==> src/rtl/meter_display_params.svh <==
`ifndef METER_DISPLAY_PARAMS_SVH
`define METER_DISPLAY_PARAMS_SVH

// Clock and time base
`define CLK_PERIOD_NS    10
`define TICK_TIME_NS     1000000
`define TICK_CYCLES      (`TICK_TIME_NS / `CLK_PERIOD_NS)

// Times in their own units
`define BACKLIGHT_TIME_S 15
`define HOLD_TIME_S      5
`define FLOW_IDLE_MIN    60
`define DEBOUNCE_TIME_MS 20
`define BLINK_TIME_MS    500
`define MS_PER_S         1000
`define S_PER_MIN        60

// Times as counts of millisecond ticks
`define BACKLIGHT_TICKS  (`BACKLIGHT_TIME_S * `MS_PER_S)
`define HOLD_TICKS       (`HOLD_TIME_S * `MS_PER_S)
`define FLOW_IDLE_TICKS  (`FLOW_IDLE_MIN * `S_PER_MIN * `MS_PER_S)
`define DEBOUNCE_TICKS   (`DEBOUNCE_TIME_MS)
`define BLINK_TICKS      (`BLINK_TIME_MS)

// Pin input positions in the synchroniser bank
`define PIN_KEY_PRIMARY  0
`define PIN_KEY_UP       1
`define PIN_KEY_DOWN     2
`define PIN_SEAL_INSTALL 3
`define PIN_SEAL_VERIFY  4
`define PIN_FLOW_PULSE   5
`define NUM_PINS         6
`define NUM_KEYS         3

// Sensor fault bits: inlet, outlet, aux a, aux b
`define SENSOR_INLET     0
`define SENSOR_OUTLET    1
`define SENSOR_AUX_A     2
`define SENSOR_AUX_B     3
`define NUM_SENSORS      4

// Dashed readings: inlet, outlet, difference, aux a, aux b, primary power
`define DASH_DIFF        2
`define DASH_POWER       5
`define NUM_DASH         6

// Energy and other registers that can stop counting; index 0 is heat total,
// index 2 cooling total. Four dependency bits per register, inlet in bit 0.
`define REG_HEAT         0
`define REG_COOL         2
`define NUM_REGS         18
`define DEP_TABLE        72'h33cfcf344215c65333

`define INDEX_W          8
`define INDEX_RESET      8'h00

`endif

==> src/rtl/meter_display_pkg.sv <==
package meter_display_pkg;

  typedef enum logic [1:0] {
    LOOP_USER  = 2'h0,
    LOOP_TECH  = 2'h1,
    LOOP_SETUP = 2'h2,
    LOOP_TEST  = 2'h3
  } loop_t;

  typedef enum logic [1:0] {
    ST_VIEW   = 2'b01,
    ST_SELECT = 2'b10
  } nav_state_t;

endpackage : meter_display_pkg

==> src/rtl/meter_display_loop_control.sv <==
// Behaviour
// - In automatic mode illumination goes off 15 s after last key, else stays on.
// - Four selectable loops: user, technician, setup, test.
// - User loop set by display selection code; technician loop fixed.
// - Technician loop shows all readings except logged and differential ones.
// - After delivery transport state makes user, technician and setup loops reachable.
// - Country setting may block setup loop even in transport state.
// - First flow at or above 1 % of nominal permanently blocks setup loop; here a reset clears the block.
// - Blocked setup loop stays unreachable until installation seal is broken.
// - Test loop reachable only while verification seal is broken.
// - Holding primary key 5 s enters loop selection view.
// - In selection view arrow keys step between available loops.
// - Index number shown in technician, setup and test loops, not user loop.
// - Confirmation indicator lights after a changed setting is stored.
// - Info symbol flashes while info code active; heartbeat always flashes.
// - Sensor fault dashes affected readings and halts dependent registers.
// - Temperature sensor fault stops dependent energy and raises readable info code.
// - Inlet or outlet fault dashes difference and power, freezes primary energies.
// - Slow-pulse flow display forced to zero after 60 minutes without pulses.
`timescale 1ns/1ps
`include "meter_display_params.svh"

module meter_display_loop_control #(
  parameter int TICK_CYCLES     = `TICK_CYCLES,
  parameter int BACKLIGHT_TICKS = `BACKLIGHT_TICKS,
  parameter int HOLD_TICKS      = `HOLD_TICKS,
  parameter int FLOW_IDLE_TICKS = `FLOW_IDLE_TICKS,
  parameter int BLINK_TICKS     = `BLINK_TICKS
) (
  input  wire logic                     clk_i,
  input  wire logic                     resetn_i,
  input  wire logic                     key_primary_i,
  input  wire logic                     key_up_i,
  input  wire logic                     key_down_i,
  input  wire logic                     install_seal_broken_i,
  input  wire logic                     verify_seal_broken_i,
  input  wire logic                     flow_pulse_i,
  input  wire logic                     backlight_auto_i,
  input  wire logic                     country_setup_block_i,
  input  wire logic                     transport_exit_i,
  input  wire logic                     flow_ge_min_i,
  input  wire logic                     slow_pulse_mode_i,
  input  wire logic                     setting_stored_i,
  input  wire logic                     info_code_active_i,
  input  wire logic [`NUM_SENSORS-1:0]  sensor_fault_i,
  output logic                          backlight_o,
  output logic [1:0]                    loop_o,
  output logic                          select_view_o,
  output logic [1:0]                    select_cand_o,
  output logic                          index_show_o,
  output logic [`INDEX_W-1:0]           view_index_o,
  output logic                          setup_avail_o,
  output logic                          ok_indicator_o,
  output logic                          info_symbol_o,
  output logic                          heartbeat_o,
  output logic [`NUM_SENSORS-1:0]       info_fault_code_o,
  output logic [`NUM_DASH-1:0]          dash_o,
  output logic [`NUM_REGS-1:0]          freeze_o,
  output logic                          flow_zero_o
);

  //////////////////////////////////////////////////////////////////////////////
  // Millisecond tick and blink base
  logic [16:0] div_q;
  logic        tick;
  logic [15:0] blink_cnt_q;
  logic        blink_q;
  logic        blink_flip;

  assign tick       = (div_q == 17'(TICK_CYCLES - 1));
  assign blink_flip = tick && (blink_cnt_q == 16'(BLINK_TICKS - 1));

  // One slow enable drives every timer, so no second clock is needed
  always_ff @(posedge clk_i or negedge resetn_i) begin
    if (!resetn_i) begin
      div_q       <= '0;
      blink_cnt_q <= '0;
      blink_q     <= 1'b0;
    end else begin
      div_q <= tick ? '0 : div_q + 17'h00001;
      if (tick) begin
        blink_cnt_q <= blink_flip ? '0 : blink_cnt_q + 16'h0001;
      end
      if (blink_flip) begin
        blink_q <= ~blink_q;
      end
    end
  end

  //////////////////////////////////////////////////////////////////////////////
  // Pin synchronisers: a change counts once stages two and three agree
  logic [`NUM_PINS-1:0] pin_raw;
  logic [`NUM_PINS-1:0] pin_lvl;
  logic [`NUM_KEYS-1:0] key_db;
  logic [`NUM_KEYS-1:0] key_prev_q;
  logic [`NUM_KEYS-1:0] key_press;

  assign pin_raw = {flow_pulse_i, verify_seal_broken_i, install_seal_broken_i,
                    key_down_i, key_up_i, key_primary_i};

  genvar gp;
  generate
    for (gp = 0; gp < `NUM_PINS; gp++) begin : g_pin
      logic s1_q, s2_q, s3_q, lvl_q;
      always_ff @(posedge clk_i or negedge resetn_i) begin
        if (!resetn_i) begin
          s1_q  <= 1'b0;
          s2_q  <= 1'b0;
          s3_q  <= 1'b0;
          lvl_q <= 1'b0;
        end else begin
          s1_q <= pin_raw[gp];
          s2_q <= s1_q;
          s3_q <= s2_q;
          if (s2_q == s3_q) begin
            lvl_q <= s3_q;
          end
        end
      end
      assign pin_lvl[gp] = lvl_q;
    end
  endgenerate

  // Key debounce: level must stand for the debounce time before it is taken
  genvar gk;
  generate
    for (gk = 0; gk < `NUM_KEYS; gk++) begin : g_key
      logic [4:0] cnt_q;
      logic       db_q;
      always_ff @(posedge clk_i or negedge resetn_i) begin
        if (!resetn_i) begin
          cnt_q <= '0;
          db_q  <= 1'b0;
        end else if (pin_lvl[gk] == db_q) begin
          cnt_q <= '0;
        end else if (tick) begin
          if (cnt_q == 5'(`DEBOUNCE_TICKS - 1)) begin
            db_q  <= pin_lvl[gk];
            cnt_q <= '0;
          end else begin
            cnt_q <= cnt_q + 5'h01;
          end
        end
      end
      assign key_db[gk] = db_q;
    end
  endgenerate

  assign key_press = key_db & ~key_prev_q;

  //////////////////////////////////////////////////////////////////////////////
  // Access gating
  logic transport_q;
  logic flow_block_q;
  logic setup_ok;
  logic test_ok;
  logic [3:0] avail;

  assign setup_ok = (transport_q && !country_setup_block_i && !flow_block_q)
                  || pin_lvl[`PIN_SEAL_INSTALL];
  assign test_ok  = pin_lvl[`PIN_SEAL_VERIFY];
  assign avail    = {test_ok, setup_ok, 1'b1, 1'b1};

  // Flow block clears only at reset: until then only the broken seal overrides it
  always_ff @(posedge clk_i or negedge resetn_i) begin
    if (!resetn_i) begin
      transport_q  <= 1'b1;
      flow_block_q <= 1'b0;
    end else begin
      if (transport_exit_i) begin
        transport_q <= 1'b0;
      end
      if (flow_ge_min_i) begin
        flow_block_q <= 1'b1;
      end
    end
  end

  //////////////////////////////////////////////////////////////////////////////
  // Loop navigation
  function automatic meter_display_pkg::loop_t step_loop(input meter_display_pkg::loop_t cur,
                                                         input logic up, input logic [3:0] av);
    logic [1:0] c;
    logic       found;
    step_loop = cur;
    found     = 1'b0;
    for (int i = 1; i < 4; i++) begin
      c = up ? 2'(cur + 2'(i)) : 2'(cur - 2'(i));
      if (!found && av[c]) begin
        step_loop = meter_display_pkg::loop_t'(c);
        found     = 1'b1;
      end
    end
  endfunction : step_loop

  meter_display_pkg::nav_state_t state_q, state_d;
  meter_display_pkg::loop_t      loop_q, loop_d, cand_q, cand_d;
  logic [`INDEX_W-1:0]           index_q, index_d;
  logic [15:0]                   hold_cnt_q;
  logic                          hold_done;

  assign hold_done = tick && key_db[`PIN_KEY_PRIMARY] && (hold_cnt_q == 16'(HOLD_TICKS - 1));

  // Selection and view stepping; user loop is the fallback when access is lost
  always_comb begin
    state_d = state_q;
    loop_d  = loop_q;
    cand_d  = cand_q;
    index_d = index_q;
    unique case (state_q)
      meter_display_pkg::ST_VIEW: begin
        if (hold_done) begin
          state_d = meter_display_pkg::ST_SELECT;
          cand_d  = loop_q;
        end else if (!avail[loop_q]) begin
          loop_d  = meter_display_pkg::LOOP_USER;
          index_d = `INDEX_RESET;
        end else if (key_press[`PIN_KEY_UP]) begin
          index_d = index_q + `INDEX_W'(1);
        end else if (key_press[`PIN_KEY_DOWN]) begin
          index_d = index_q - `INDEX_W'(1);
        end
      end
      meter_display_pkg::ST_SELECT: begin
        if (!avail[cand_q]) begin
          cand_d = meter_display_pkg::LOOP_USER;
        end else if (key_press[`PIN_KEY_PRIMARY]) begin
          state_d = meter_display_pkg::ST_VIEW;
          loop_d  = cand_q;
          index_d = `INDEX_RESET;
        end else if (key_press[`PIN_KEY_UP]) begin
          cand_d = step_loop(cand_q, 1'b1, avail);
        end else if (key_press[`PIN_KEY_DOWN]) begin
          cand_d = step_loop(cand_q, 1'b0, avail);
        end
      end
    endcase
    // Access lost in either state drops the shown loop, so selection cannot keep it
    if (!avail[loop_d]) begin
      loop_d  = meter_display_pkg::LOOP_USER;
      index_d = `INDEX_RESET;
    end
  end

  always_ff @(posedge clk_i or negedge resetn_i) begin
    if (!resetn_i) begin
      state_q    <= meter_display_pkg::ST_VIEW;
      loop_q     <= meter_display_pkg::LOOP_USER;
      cand_q     <= meter_display_pkg::LOOP_USER;
      index_q    <= `INDEX_RESET;
      hold_cnt_q <= '0;
      key_prev_q <= '0;
    end else begin
      state_q    <= state_d;
      loop_q     <= loop_d;
      cand_q     <= cand_d;
      index_q    <= index_d;
      key_prev_q <= key_db;
      // Hold count clears outside the view state, so a long hold fires once
      if (!key_db[`PIN_KEY_PRIMARY] || state_q != meter_display_pkg::ST_VIEW) begin
        hold_cnt_q <= '0;
      end else if (tick && !hold_done) begin
        hold_cnt_q <= hold_cnt_q + 16'h0001;
      end
    end
  end

  //////////////////////////////////////////////////////////////////////////////
  // Illumination, indicators and flow idle timer
  logic [15:0] light_cnt_q;
  logic [21:0] idle_cnt_q;
  logic        light_on;
  logic        pulse_prev_q;
  logic        pulse_edge;

  assign light_on   = !backlight_auto_i || (light_cnt_q < 16'(BACKLIGHT_TICKS));
  assign pulse_edge = pin_lvl[`PIN_FLOW_PULSE] && !pulse_prev_q;

  always_ff @(posedge clk_i or negedge resetn_i) begin
    if (!resetn_i) begin
      light_cnt_q  <= '0;
      idle_cnt_q   <= '0;
      pulse_prev_q <= 1'b0;
    end else begin
      pulse_prev_q <= pin_lvl[`PIN_FLOW_PULSE];
      if (|key_press) begin
        light_cnt_q <= '0;
      end else if (tick && light_cnt_q < 16'(BACKLIGHT_TICKS)) begin
        light_cnt_q <= light_cnt_q + 16'h0001;
      end
      if (pulse_edge || !slow_pulse_mode_i) begin
        idle_cnt_q <= '0;
      end else if (tick && idle_cnt_q < 22'(FLOW_IDLE_TICKS)) begin
        idle_cnt_q <= idle_cnt_q + 22'h000001;
      end
    end
  end

  //////////////////////////////////////////////////////////////////////////////
  // Fault mapping: each register stops if any sensor it depends on is faulty
  localparam logic [4*`NUM_REGS-1:0] DEP = `DEP_TABLE;
  logic [`NUM_DASH-1:0] dash_d;
  logic [`NUM_REGS-1:0] freeze_d;
  logic [`NUM_REGS-1:0] freeze_q;

  assign dash_d = {sensor_fault_i[`SENSOR_INLET] | sensor_fault_i[`SENSOR_OUTLET],
                   sensor_fault_i[`SENSOR_AUX_B], sensor_fault_i[`SENSOR_AUX_A],
                   sensor_fault_i[`SENSOR_INLET] | sensor_fault_i[`SENSOR_OUTLET],
                   sensor_fault_i[`SENSOR_OUTLET], sensor_fault_i[`SENSOR_INLET]};

  genvar gr;
  generate
    for (gr = 0; gr < `NUM_REGS; gr++) begin : g_reg
      assign freeze_d[gr] = |(DEP[4*gr +: 4] & sensor_fault_i);
    end
  endgenerate

  // All outputs leave from flip-flops; ok stays lit until the next key press
  always_ff @(posedge clk_i or negedge resetn_i) begin
    if (!resetn_i) begin
      backlight_o       <= 1'b1;
      ok_indicator_o    <= 1'b0;
      info_symbol_o     <= 1'b0;
      heartbeat_o       <= 1'b0;
      info_fault_code_o <= '0;
      dash_o            <= '0;
      freeze_q          <= '0;
      flow_zero_o       <= 1'b0;
      index_show_o      <= 1'b0;
      setup_avail_o     <= 1'b0;
    end else begin
      backlight_o       <= light_on;
      if (setting_stored_i) begin
        ok_indicator_o <= 1'b1;
      end else if (|key_press) begin
        ok_indicator_o <= 1'b0;
      end
      info_symbol_o     <= (info_code_active_i || |sensor_fault_i) && blink_q;
      heartbeat_o       <= blink_q;
      info_fault_code_o <= sensor_fault_i;
      dash_o            <= dash_d;
      freeze_q          <= freeze_d;
      flow_zero_o       <= slow_pulse_mode_i && (idle_cnt_q >= 22'(FLOW_IDLE_TICKS));
      index_show_o      <= (loop_d != meter_display_pkg::LOOP_USER);
      setup_avail_o     <= setup_ok;
    end
  end

  assign freeze_o      = freeze_q;
  assign loop_o        = loop_q;
  assign select_cand_o = cand_q;
  assign select_view_o = state_q[1];
  assign view_index_o  = index_q;
endmodule : meter_display_loop_control

==> config.mk <==
export PLATFORM = sky130hd
export DESIGN_NAME = meter_display_loop_control
export DESIGN_NICKNAME = d
export VERILOG_FILES = /design/src/rtl/meter_display_pkg.sv /design/src/rtl/meter_display_loop_control.sv
export VERILOG_INCLUDE_DIRS = /design/src /design/src/rtl
export SDC_FILE = /design/constraint.sdc
export NUM_CORES = 1
export LEC_CHECK = 0
export BUFFER_PORTS_ARGS = -buffer_cell sky130_fd_sc_hd__buf_2
export CAP_MARGIN = 10
export CELL_PAD_IN_SITES_DETAIL_PLACEMENT = 0
export CELL_PAD_IN_SITES_GLOBAL_PLACEMENT = 1
export CORE_ASPECT_RATIO = 1.2
export CORE_MARGIN = 8
export CORE_UTILIZATION = 43
export CTS_CLUSTER_SIZE = 30
export DETAILED_ROUTE_END_ITERATION = 8
export GPL_ROUTABILITY_DRIVEN = 0
export PLACE_DENSITY = 0.78
export RECOVER_POWER = 50
export SLEW_MARGIN = 20
export SYNTH_ARGS = -nofsm -noshare
export SYNTH_HDL_FRONTEND = slang
export SYNTH_SLANG_ARGS = --single-unit
export TNS_END_PERCENT = 10
==> constraint.sdc <==
create_clock -name clk_i -period 2.3 [get_ports clk_i]
set_input_delay 0.345 -clock clk_i [delete_from_list [all_inputs] [get_ports clk_i]]
set_output_delay 0.345 -clock clk_i [all_outputs]
set_load 0.01 [all_outputs]
==> out/metrics.json, run 1 <==
{
  "worst_setup_path": {
    "timing.critical_path.fanout_max": 6,
    "ff2ff_setup_slack_ps": -160,
    "cp.buffers_inverters": 1,
    "crit_path_start": "div_q[13]$_DFF_PN0_",
    "critical-path-top-delay-family": "simple AND/OR/NAND/NOR gates",
    "worst_ep_required_ps": 2650,
    "delay_of_the_slowest_critical_path_stage_ps": 580,
    "worst-setup-path-type": "reg2reg",
    "cp-start-kind": "register",
    "worst_ep_arrival_time_ps": 2810,
    "setup.worst_path.end_class": "register",
    "crit-reg2reg-launch": "div_q[13]$_DFF_PN0_",
    "slowest_stage": "sky130_fd_sc_hd__or4b_4",
    "depth_of_the_worst_register_to_register_path": 6,
    "crit-reg2reg-capture": "light_cnt_q[6]$_DFFE_PN0P_",
    "cells_along_the_critical_path": "or4b_4 > nor4_4 > buf_4 > o211ai_1 > or4_1 > a21oi_1"
  },
  "route": {
    "post_route_m1_wl_um": 7340,
    "drt_pre_antenna_iters": 5,
    "avgRoutedWirePerCell_um": 14.7,
    "drt-vias-per-instance": 5.27,
    "top_signal_layer_used": "met4",
    "routed_antenna_nets": 0,
    "post-route-drc-count": 0,
    "drt_first_iter_violations": 261,
    "detailroute.wirelength.met2_um": 8560,
    "vias": 5965,
    "dr_wl_met3_um": 582,
    "finalWirelength_um": 16700
  },
  "run_status": {
    "violations": "setup timing",
    "run_status": "finished with violations"
  },
  "sta": {
    "finalHoldViolations": 0,
    "slew_headroom": 0.259,
    "finClkSkew_ps": 9.18,
    "drv_slew": 0,
    "worst_pin_slew_ps": 1110,
    "postLayoutSetupSlackWorst_ps": -161,
    "timing.final.crit_period_ps": 2460,
    "maxClockFrequency_mhz": 406,
    "rsz0062_at_grt": "yes",
    "min_period_over_period": 1.07,
    "number_of_failing_setup_endpoints_in_the_final_timing_report": 53
  },
  "power_and_ir_drop": {
    "power_density_mw_per_mm2": 614,
    "logic_gate_share_of_total_power": 0.031,
    "p_int_mw": 4.56,
    "p_leak_nw": 4.31,
    "power_switching_mw": 1.37,
    "finalPower_mw": 5.93,
    "worst_ir_drop_vdd_uv": 511,
    "netSwitchingFraction": 0.231,
    "p_seq_frac": 0.502,
    "relative_contribution_of_the_clock_network_to_total_power": 0.466
  },
  "worst_hold_path": {
    "hold_path_cell_cnt": 1,
    "hold_class": "in2reg",
    "worstHoldStart": "install_seal_broken_i",
    "hold-path-endpoint": "g_pin[3].s1_q$_DFF_PN0_"
  },
  "global_route": {
    "grt_pass1_vias": 6014,
    "grt-ovfl-total": 0,
    "antenna_found_initial": 0,
    "grt_usage": 0.151,
    "first_pass_grt_wire_length_um": 28600,
    "grt_max_degree": 56
  },
  "cts": {
    "clkLatencyLatePin_ps": 420,
    "clk_path_buf_depth": 2,
    "clockRootBuffer": "sky130_fd_sc_hd__clkbuf_16",
    "htreeDepth": 4,
    "tritoncts": "built",
    "cts_buffers": 17,
    "worst_setup_hold_path_clk_slew_ps": 70,
    "numClockSinks": 166
  },
  "synthesis": {
    "syn_nets": 801,
    "number_of_different_library_cells_in_the_post_synthesis_netlist": 62,
    "synth.avg_cell_area_sq_um": 10.4,
    "synth_top_area_frac": 0.513,
    "dominantRegCellSynth": "sky130_fd_sc_hd__dfrtp_1",
    "yosysSeqAreaShare": 0.523,
    "yosys_warnings": 0,
    "synth_most_common_cell": "sky130_fd_sc_hd__dfrtp_1",
    "syn-cell-area_sq_mm": 0.00794,
    "ys_seq_elements": 166,
    "synth_top_cells_by_area": "sky130_fd_sc_hd__dfrtp_1 (51%), sky130_fd_sc_hd__xnor2_1 (4.1%), sky130_fd_sc_hd__xor2_1 (4.1%), sky130_fd_sc_hd__nor2_1 (3.9%), sky130_fd_sc_hd__nand2_1 (2.9%)",
    "count_of_flip_flops_with_a_built_in_enable_after_synthesis": 0,
    "synth_top_area_cell": "sky130_fd_sc_hd__dfrtp_1",
    "synth-async-reset-ratio": 1.00,
    "netlist_top_cells_count": "sky130_fd_sc_hd__dfrtp_1 (163), sky130_fd_sc_hd__nor2_1 (82), sky130_fd_sc_hd__nand2_1 (61)",
    "syn-instance-count": 766
  },
  "final_layout": {
    "finalCoreUtilization": 0.532,
    "layout-area-overhead-vs-synth_pct": 21.8,
    "final_layout_size_suffix_gt1_frac": 0.246,
    "finalNetCount": 930,
    "antenna_cells": 0
  },
  "floorplanning": {
    "die_h_um": 165,
    "placement_rows": 54,
    "design.core.area_sq_mm": 0.0182,
    "i_o_pin_total": 67,
    "die_x_um": 140,
    "die_footprint_sq_mm": 0.0231,
    "initial_utilization": 0.437
  },
  "placed_design": {
    "post-dp-hpwl_um": 11900,
    "io_buffers": 66
  },
  "run": {
    "maxCapViolations": 0
  }
}
[sequential cells by signal (all words and copies together), names as in the netlist, 2 cells and up]
signal	cells
key_prev_q	3
select_cand_o	2
state_q	2
g_pin.s2_q	6
loop_o	2
idle_cnt_q	22
g_pin.s1_q	6
g_key.cnt_q	15
div_q	17
g_key.db_q	3
g_pin.s3_q	6
blink_cnt_q	16
freeze_o	8
g_pin.lvl_q	6
hold_cnt_q	16
light_cnt_q	16
view_index_o	8
[worst max-delay path by stage]
stage	endpoint	slack (ps)	cells past startpoint
floorplan	select_cand_o[0]$_DFFE_PN0P_	-70	7
global placement	hold_cnt_q[12]$_DFFE_PN0P_	-220	7
detailed placement	hold_cnt_q[12]$_DFFE_PN0P_	-250	7
CTS	light_cnt_q[4]$_DFFE_PN0P_	-130	7
global route	select_cand_o[0]$_DFFE_PN0P_	-250	7
finish	light_cnt_q[6]$_DFFE_PN0P_	-160	6
[cell families (layout without fill, tap and decap cells)]
group | after synthesis | count (layout) | synth area share
simple gates | 321 | 321 | 0.213
mux | 12 | 12 | 0.0158
buf+inv | 57 | 199 | 0.0383
compound gates | 114 | 114 | 0.0940
fa+ha+maj | 22 | 22 | 0.0337
xor+xnor | 74 | 74 | 0.0816
flops | 166 | 166 | 0.523
[cell type report]
type,instances,area (sq um)
repair buffers,148,961
flip-flops and latches,166,4160
inverters,19,71.3
well taps,224,280
multi-input cells,543,3620
fillers,1606,8500
clock inverters,14,139
clock buffers,18,439
[power groups by stage]
stage / registers [mW] / clock network (mW) / logic [mW]
2_1_floorplan: 3.04 / 0 / 0.0841
4_1_cts: 2.98 / 2.84 / 0.206
3_3_place_gp: 3.04 / 0 / 0.202
5_1_grt: 2.98 / 2.97 / 0.215
6_report: 2.98 / 2.77 / 0.186
3_5_place_dp: 3.04 / 0 / 0.204
[per-layer routing]
| layer | up-vias | global-route usage |
|---|---|---|
| met5 | - | 0 |
| li1 | 2941 | - |
| met1 | 2932 | 0.182 |
| met3 | 19 | 0.0356 |
| met2 | 73 | 0.265 |
| met4 | 0 | 0.0465 |
[metrics by stage]
step	setup slack [ps]	hold slack [ps]	instance area, sq um	std cells	setup TNS [ps]
final	-161	23.8	9670	1132	-2960
after global routing	-252	1.59	9670	1132	-12770
after CTS	-133	4.62	9640	1131	-2970
after detailed placement	-245	300	8980	1096	-5270
after global placement	-215	298	8980	1096	-3010
after floorplan	-66.4	49.4	7950	766	-688
[layout by cell type (no fill, tap or decap), types with 13 or more instances in the layout]
master                        n
sky130_fd_sc_hd__o21ai_0     25
sky130_fd_sc_hd__xor2_1      37
sky130_fd_sc_hd__dfrtp_1    163
sky130_fd_sc_hd__nand2_1     60
sky130_fd_sc_hd__nor3_1      19
sky130_fd_sc_hd__nand4_1     17
sky130_fd_sc_hd__a21oi_1     31
sky130_fd_sc_hd__inv_1       19
sky130_fd_sc_hd__nand3_1     33
sky130_fd_sc_hd__nor2_1      82
sky130_fd_sc_hd__xnor2_1     37
sky130_fd_sc_hd__clkbuf_16   17
sky130_fd_sc_hd__buf_2       61
sky130_fd_sc_hd__and3_1      13
sky130_fd_sc_hd__nor2b_1     13
sky130_fd_sc_hd__ha_1        15
sky130_fd_sc_hd__buf_4       73
[worst reg2reg max path, cell delays in order (launching register included)]
cell,delay [ps]
sky130_fd_sc_hd__dfrtp_1,370
sky130_fd_sc_hd__or4b_4,580
sky130_fd_sc_hd__nor4_4,370
sky130_fd_sc_hd__buf_4,190
sky130_fd_sc_hd__o211ai_1,220
sky130_fd_sc_hd__or4_1,530
sky130_fd_sc_hd__a21oi_1,140
[repair_timing]
action / in CTS / in global routing
resized for setup: 10 / 18
setup buffers: 2 / 1
endpoints found under the hold margin: 40 / 0
hold buffers: 1 / 0
pin swaps: 22 / 5
endpoints found under the setup margin: 64 / 75
Note: power is estimated with default switching activity, not from simulation.
==> inputs of run 2 (changes only) <==
==> constraint.sdc (replaced) <==
create_clock -name clk_i -period 2.3 [get_ports clk_i]
set_input_delay 0.115 -clock clk_i [delete_from_list [all_inputs] [get_ports clk_i]]
set_output_delay 0.115 -clock clk_i [all_outputs]
set_load 0.01 [all_outputs]
==> out/metrics.json, run 2 (synthesized netlist as in run 1, its figures left out) <==
{
  "run_status": {
    "run_status": "finished with violations",
    "violations": "setup timing"
  },
  "sta": {
    "worst_pin_slew": {"value": 1190, "unit": "ps", "change": "+77.2 ps"},
    "number_of_failing_setup_endpoints_in_the_final_timing_report": {"value": 45, "change": "-15%"},
    "finalHoldViolations": {"value": 0, "change": "unchanged"},
    "finClkSkew": {"value": 13.3, "unit": "ps", "change": "+4.16 ps"},
    "postLayoutSetupSlackWorst": {"value": -130, "unit": "ps", "change": "+30.6 ps"},
    "slew_headroom": {"value": 0.207, "change": "-0.0514"},
    "maxClockFrequency": {"value": 411, "unit": "MHz", "change": "+1.3%"},
    "rsz0062_at_grt": "yes",
    "min_period_over_period": {"value": 1.06, "change": "-0.0133"},
    "timing.final.crit_period": {"value": 2430, "unit": "ps", "change": "-30.6 ps"},
    "drv_slew": {"value": 0, "change": "unchanged"}
  },
  "global_route": {
    "grt_max_degree": {"value": 66, "change": "+18%"},
    "antenna_found_initial": {"value": 0, "change": "unchanged"},
    "grt_usage": {"value": 0.148, "change": "-0.00290"},
    "grt-ovfl-total": {"value": 0, "change": "unchanged"},
    "grt_pass1_vias": {"value": 5945, "change": "-1.1%"},
    "first_pass_grt_wire_length": {"value": 28200, "unit": "um", "change": "-1.6%"}
  },
  "final_layout": {
    "layout-area-overhead-vs-synth_pct": 23.9,
    "final-seq-area": {"value": 0.00416, "unit": "sq mm", "change": "unchanged"},
    "antenna_cells": {"value": 0, "change": "unchanged"},
    "design_area": {"value": 0.00984, "unit": "sq mm", "change": "+1.7%"},
    "layout.cells.most_common": "sky130_fd_sc_hd__dfrtp_1",
    "multiInputGateArea": {"value": 0.00360, "unit": "sq mm", "change": "-0.73%"},
    "final_layout_size_suffix_gt1_frac": {"value": 0.234, "change": "-0.0116"},
    "largest_register_ffs": {"value": 22, "change": "unchanged"},
    "largest_register_by_flop_count": "idle_cnt_q",
    "reg.largest.list": "idle_cnt_q x22, div_q x17",
    "finalNetCount": {"value": 945, "change": "+1.6%"},
    "layout.cells.most_common_list": "sky130_fd_sc_hd__dfrtp_1 (163), sky130_fd_sc_hd__nor2_1 (81), sky130_fd_sc_hd__buf_4 (71), sky130_fd_sc_hd__nand2_1 (61), sky130_fd_sc_hd__buf_2 (61)",
    "nFillCells": {"value": 1551, "change": "-3.4%"}
  },
  "route": {
    "drt_first_iter_violations": {"value": 280, "change": "+7.3%"},
    "vias": {"value": 5936, "change": "-0.49%"},
    "avgRoutedWirePerCell": {"value": 14.3, "unit": "um", "change": "-2.6%"},
    "post-route-drc-count": {"value": 0, "change": "unchanged"},
    "finalWirelength": {"value": 16400, "unit": "um", "change": "-1.3%"},
    "drt_pre_antenna_iters": {"value": 7, "change": "+2"},
    "routed_antenna_nets": {"value": 0, "change": "unchanged"},
    "drt-vias-per-instance": {"value": 5.18, "change": "-1.8%"}
  },
  "floorplanning": {
    "design.core.area": {"value": 0.0182, "unit": "sq mm", "change": "unchanged"},
    "initial_utilization": {"value": 0.437, "change": "unchanged"},
    "placement_rows": {"value": 54, "change": "unchanged"},
    "die_h": {"value": 165, "unit": "um", "change": "unchanged"},
    "i_o_pin_total": {"value": 67, "change": "unchanged"},
    "die_x": {"value": 140, "unit": "um", "change": "unchanged"},
    "die_footprint": {"value": 0.0231, "unit": "sq mm", "change": "unchanged"}
  },
  "cts": {
    "clkLatencyLatePin": {"value": 430, "unit": "ps", "change": "about the same"},
    "tritoncts": "built",
    "clockRootBuffer": "sky130_fd_sc_hd__clkbuf_16",
    "numClockSinks": {"value": 166, "change": "unchanged"},
    "clk_path_buf_depth": {"value": 2, "change": "unchanged"},
    "cts_buffers": {"value": 17, "change": "unchanged"},
    "htreeDepth": {"value": 4, "change": "unchanged"},
    "worst_setup_hold_path_clk_slew": {"value": 70, "unit": "ps", "change": "about the same"}
  },
  "worst_setup_path": {
    "worst-setup-path-type": "reg2reg",
    "worst_ep_required": {"value": 2660, "unit": "ps", "change": "about the same"},
    "worst_ep_arrival_time": {"value": 2790, "unit": "ps", "change": "-20 ps"},
    "cp-start-kind": "register",
    "setup.worst_path.end_class": "register",
    "timing.critical_path.fanout_max": {"value": 7, "change": "+1"}
  },
  "power_and_ir_drop": {
    "power_density": {"value": 625, "unit": "mW/mm^2", "change": "+1.9%"},
    "worst_ir_drop_vdd": {"value": 493, "unit": "uV", "change": "-3.6%"},
    "p_leak": {"value": 4.39, "unit": "nW", "change": "+1.8%"},
    "finalPower": {"value": 6.15, "unit": "mW", "change": "+3.7%"}
  },
  "placed_design": {
    "postPlaceCellArea": {"value": 0.00894, "unit": "sq mm", "change": "-0.39%"},
    "post-dp-hpwl": {"value": 11600, "unit": "um", "change": "-2.4%"},
    "io_buffers": {"value": 66, "change": "unchanged"}
  },
  "run": {
    "maxCapViolations": {"value": 0, "change": "unchanged"}
  },
  "worst_hold_path": {
    "hold_class": "in2reg"
  }
}
## run 2: path summary, 6_finish.rpt
check                                         from                       endpoint  slack, ps  cells past startpoint
max reg2reg                     div_q[6]$_DFF_PN0_     light_cnt_q[2]$_DFFE_PN0P_       -130                      7
min                                       key_up_i        g_pin[1].s1_q$_DFF_PN0_        330                      2
min in group asynchronous                 resetn_i      idle_cnt_q[4]$_DFFE_PN0P_        460                      2
min reg2reg                g_pin[4].s1_q$_DFF_PN0_        g_pin[4].s2_q$_DFF_PN0_        350                      0
max                             div_q[6]$_DFF_PN0_     light_cnt_q[2]$_DFFE_PN0P_       -130                      7
max in group asynchronous                 resetn_i  g_key[1].cnt_q[3]$_DFFE_PN0P_        340                      3
## run 2: where the power goes
part	leakage (nW)	internal (mW)	switching, mW
clock	0.304	1.74	1.22
sequential	2.17	2.96	0.0253
combinational	1.91	0.0765	0.131
total	4.39	4.78	1.37
## run 2: layer usage
metal	part of all wire	global-route usage	vias to the layer above
met5	0	0	-
met4	0.015	0.0578	0
met3	0.031	0.0295	20
met2	0.50	0.254	69
met1	0.45	0.182	2879
li1	-	-	2968
## run 2: repair_timing
item | 4_1_cts | 5_1_grt
buffers inserted | 4 | 1
resized for setup | 11 | 14
endpoints found under the setup margin | 65 | 72
pin swaps | 14 | 9
hold endpoints to repair | 63 | 0
hold buffers | 17 | 0
gates cloned | 0 | 0
## run 2: layout make-up
| cell class | instances | area share |
|---|---|---|
| flip-flops and latches | 166 | 0.423 |
| multi-input cells | 543 | 0.366 |
| repair buffers | 163 | 0.114 |
| clock buffers | 18 | 0.0436 |
| well taps | 224 | 0.0285 |
| clock inverters | 14 | 0.0191 |
| inverters | 19 | 0.00725 |
## run 2: per-stage QoR
step	TNS [ps]	hold WS (ps)	instances	utilization	setup WS [ps]
CTS	-3090	194	1146	0.540	-114
floorplan	-688	-181	766	-	-66.4
global route	-10620	311	1147	0.541	-228
detailed placement	-4610	77.5	1093	0.492	-263
global placement	-3170	77.9	1093	0.492	-182
finish	-2730	327	1147	0.541	-130
## run 2: critical path, stage by stage, from the launching register on
cell	delay, ps
sky130_fd_sc_hd__dfrtp_1	390
sky130_fd_sc_hd__or4b_4	580
sky130_fd_sc_hd__nor4_4	350
sky130_fd_sc_hd__buf_4	170
sky130_fd_sc_hd__o211ai_1	210
sky130_fd_sc_hd__buf_4	230
sky130_fd_sc_hd__or3_4	320
sky130_fd_sc_hd__a21oi_2	110
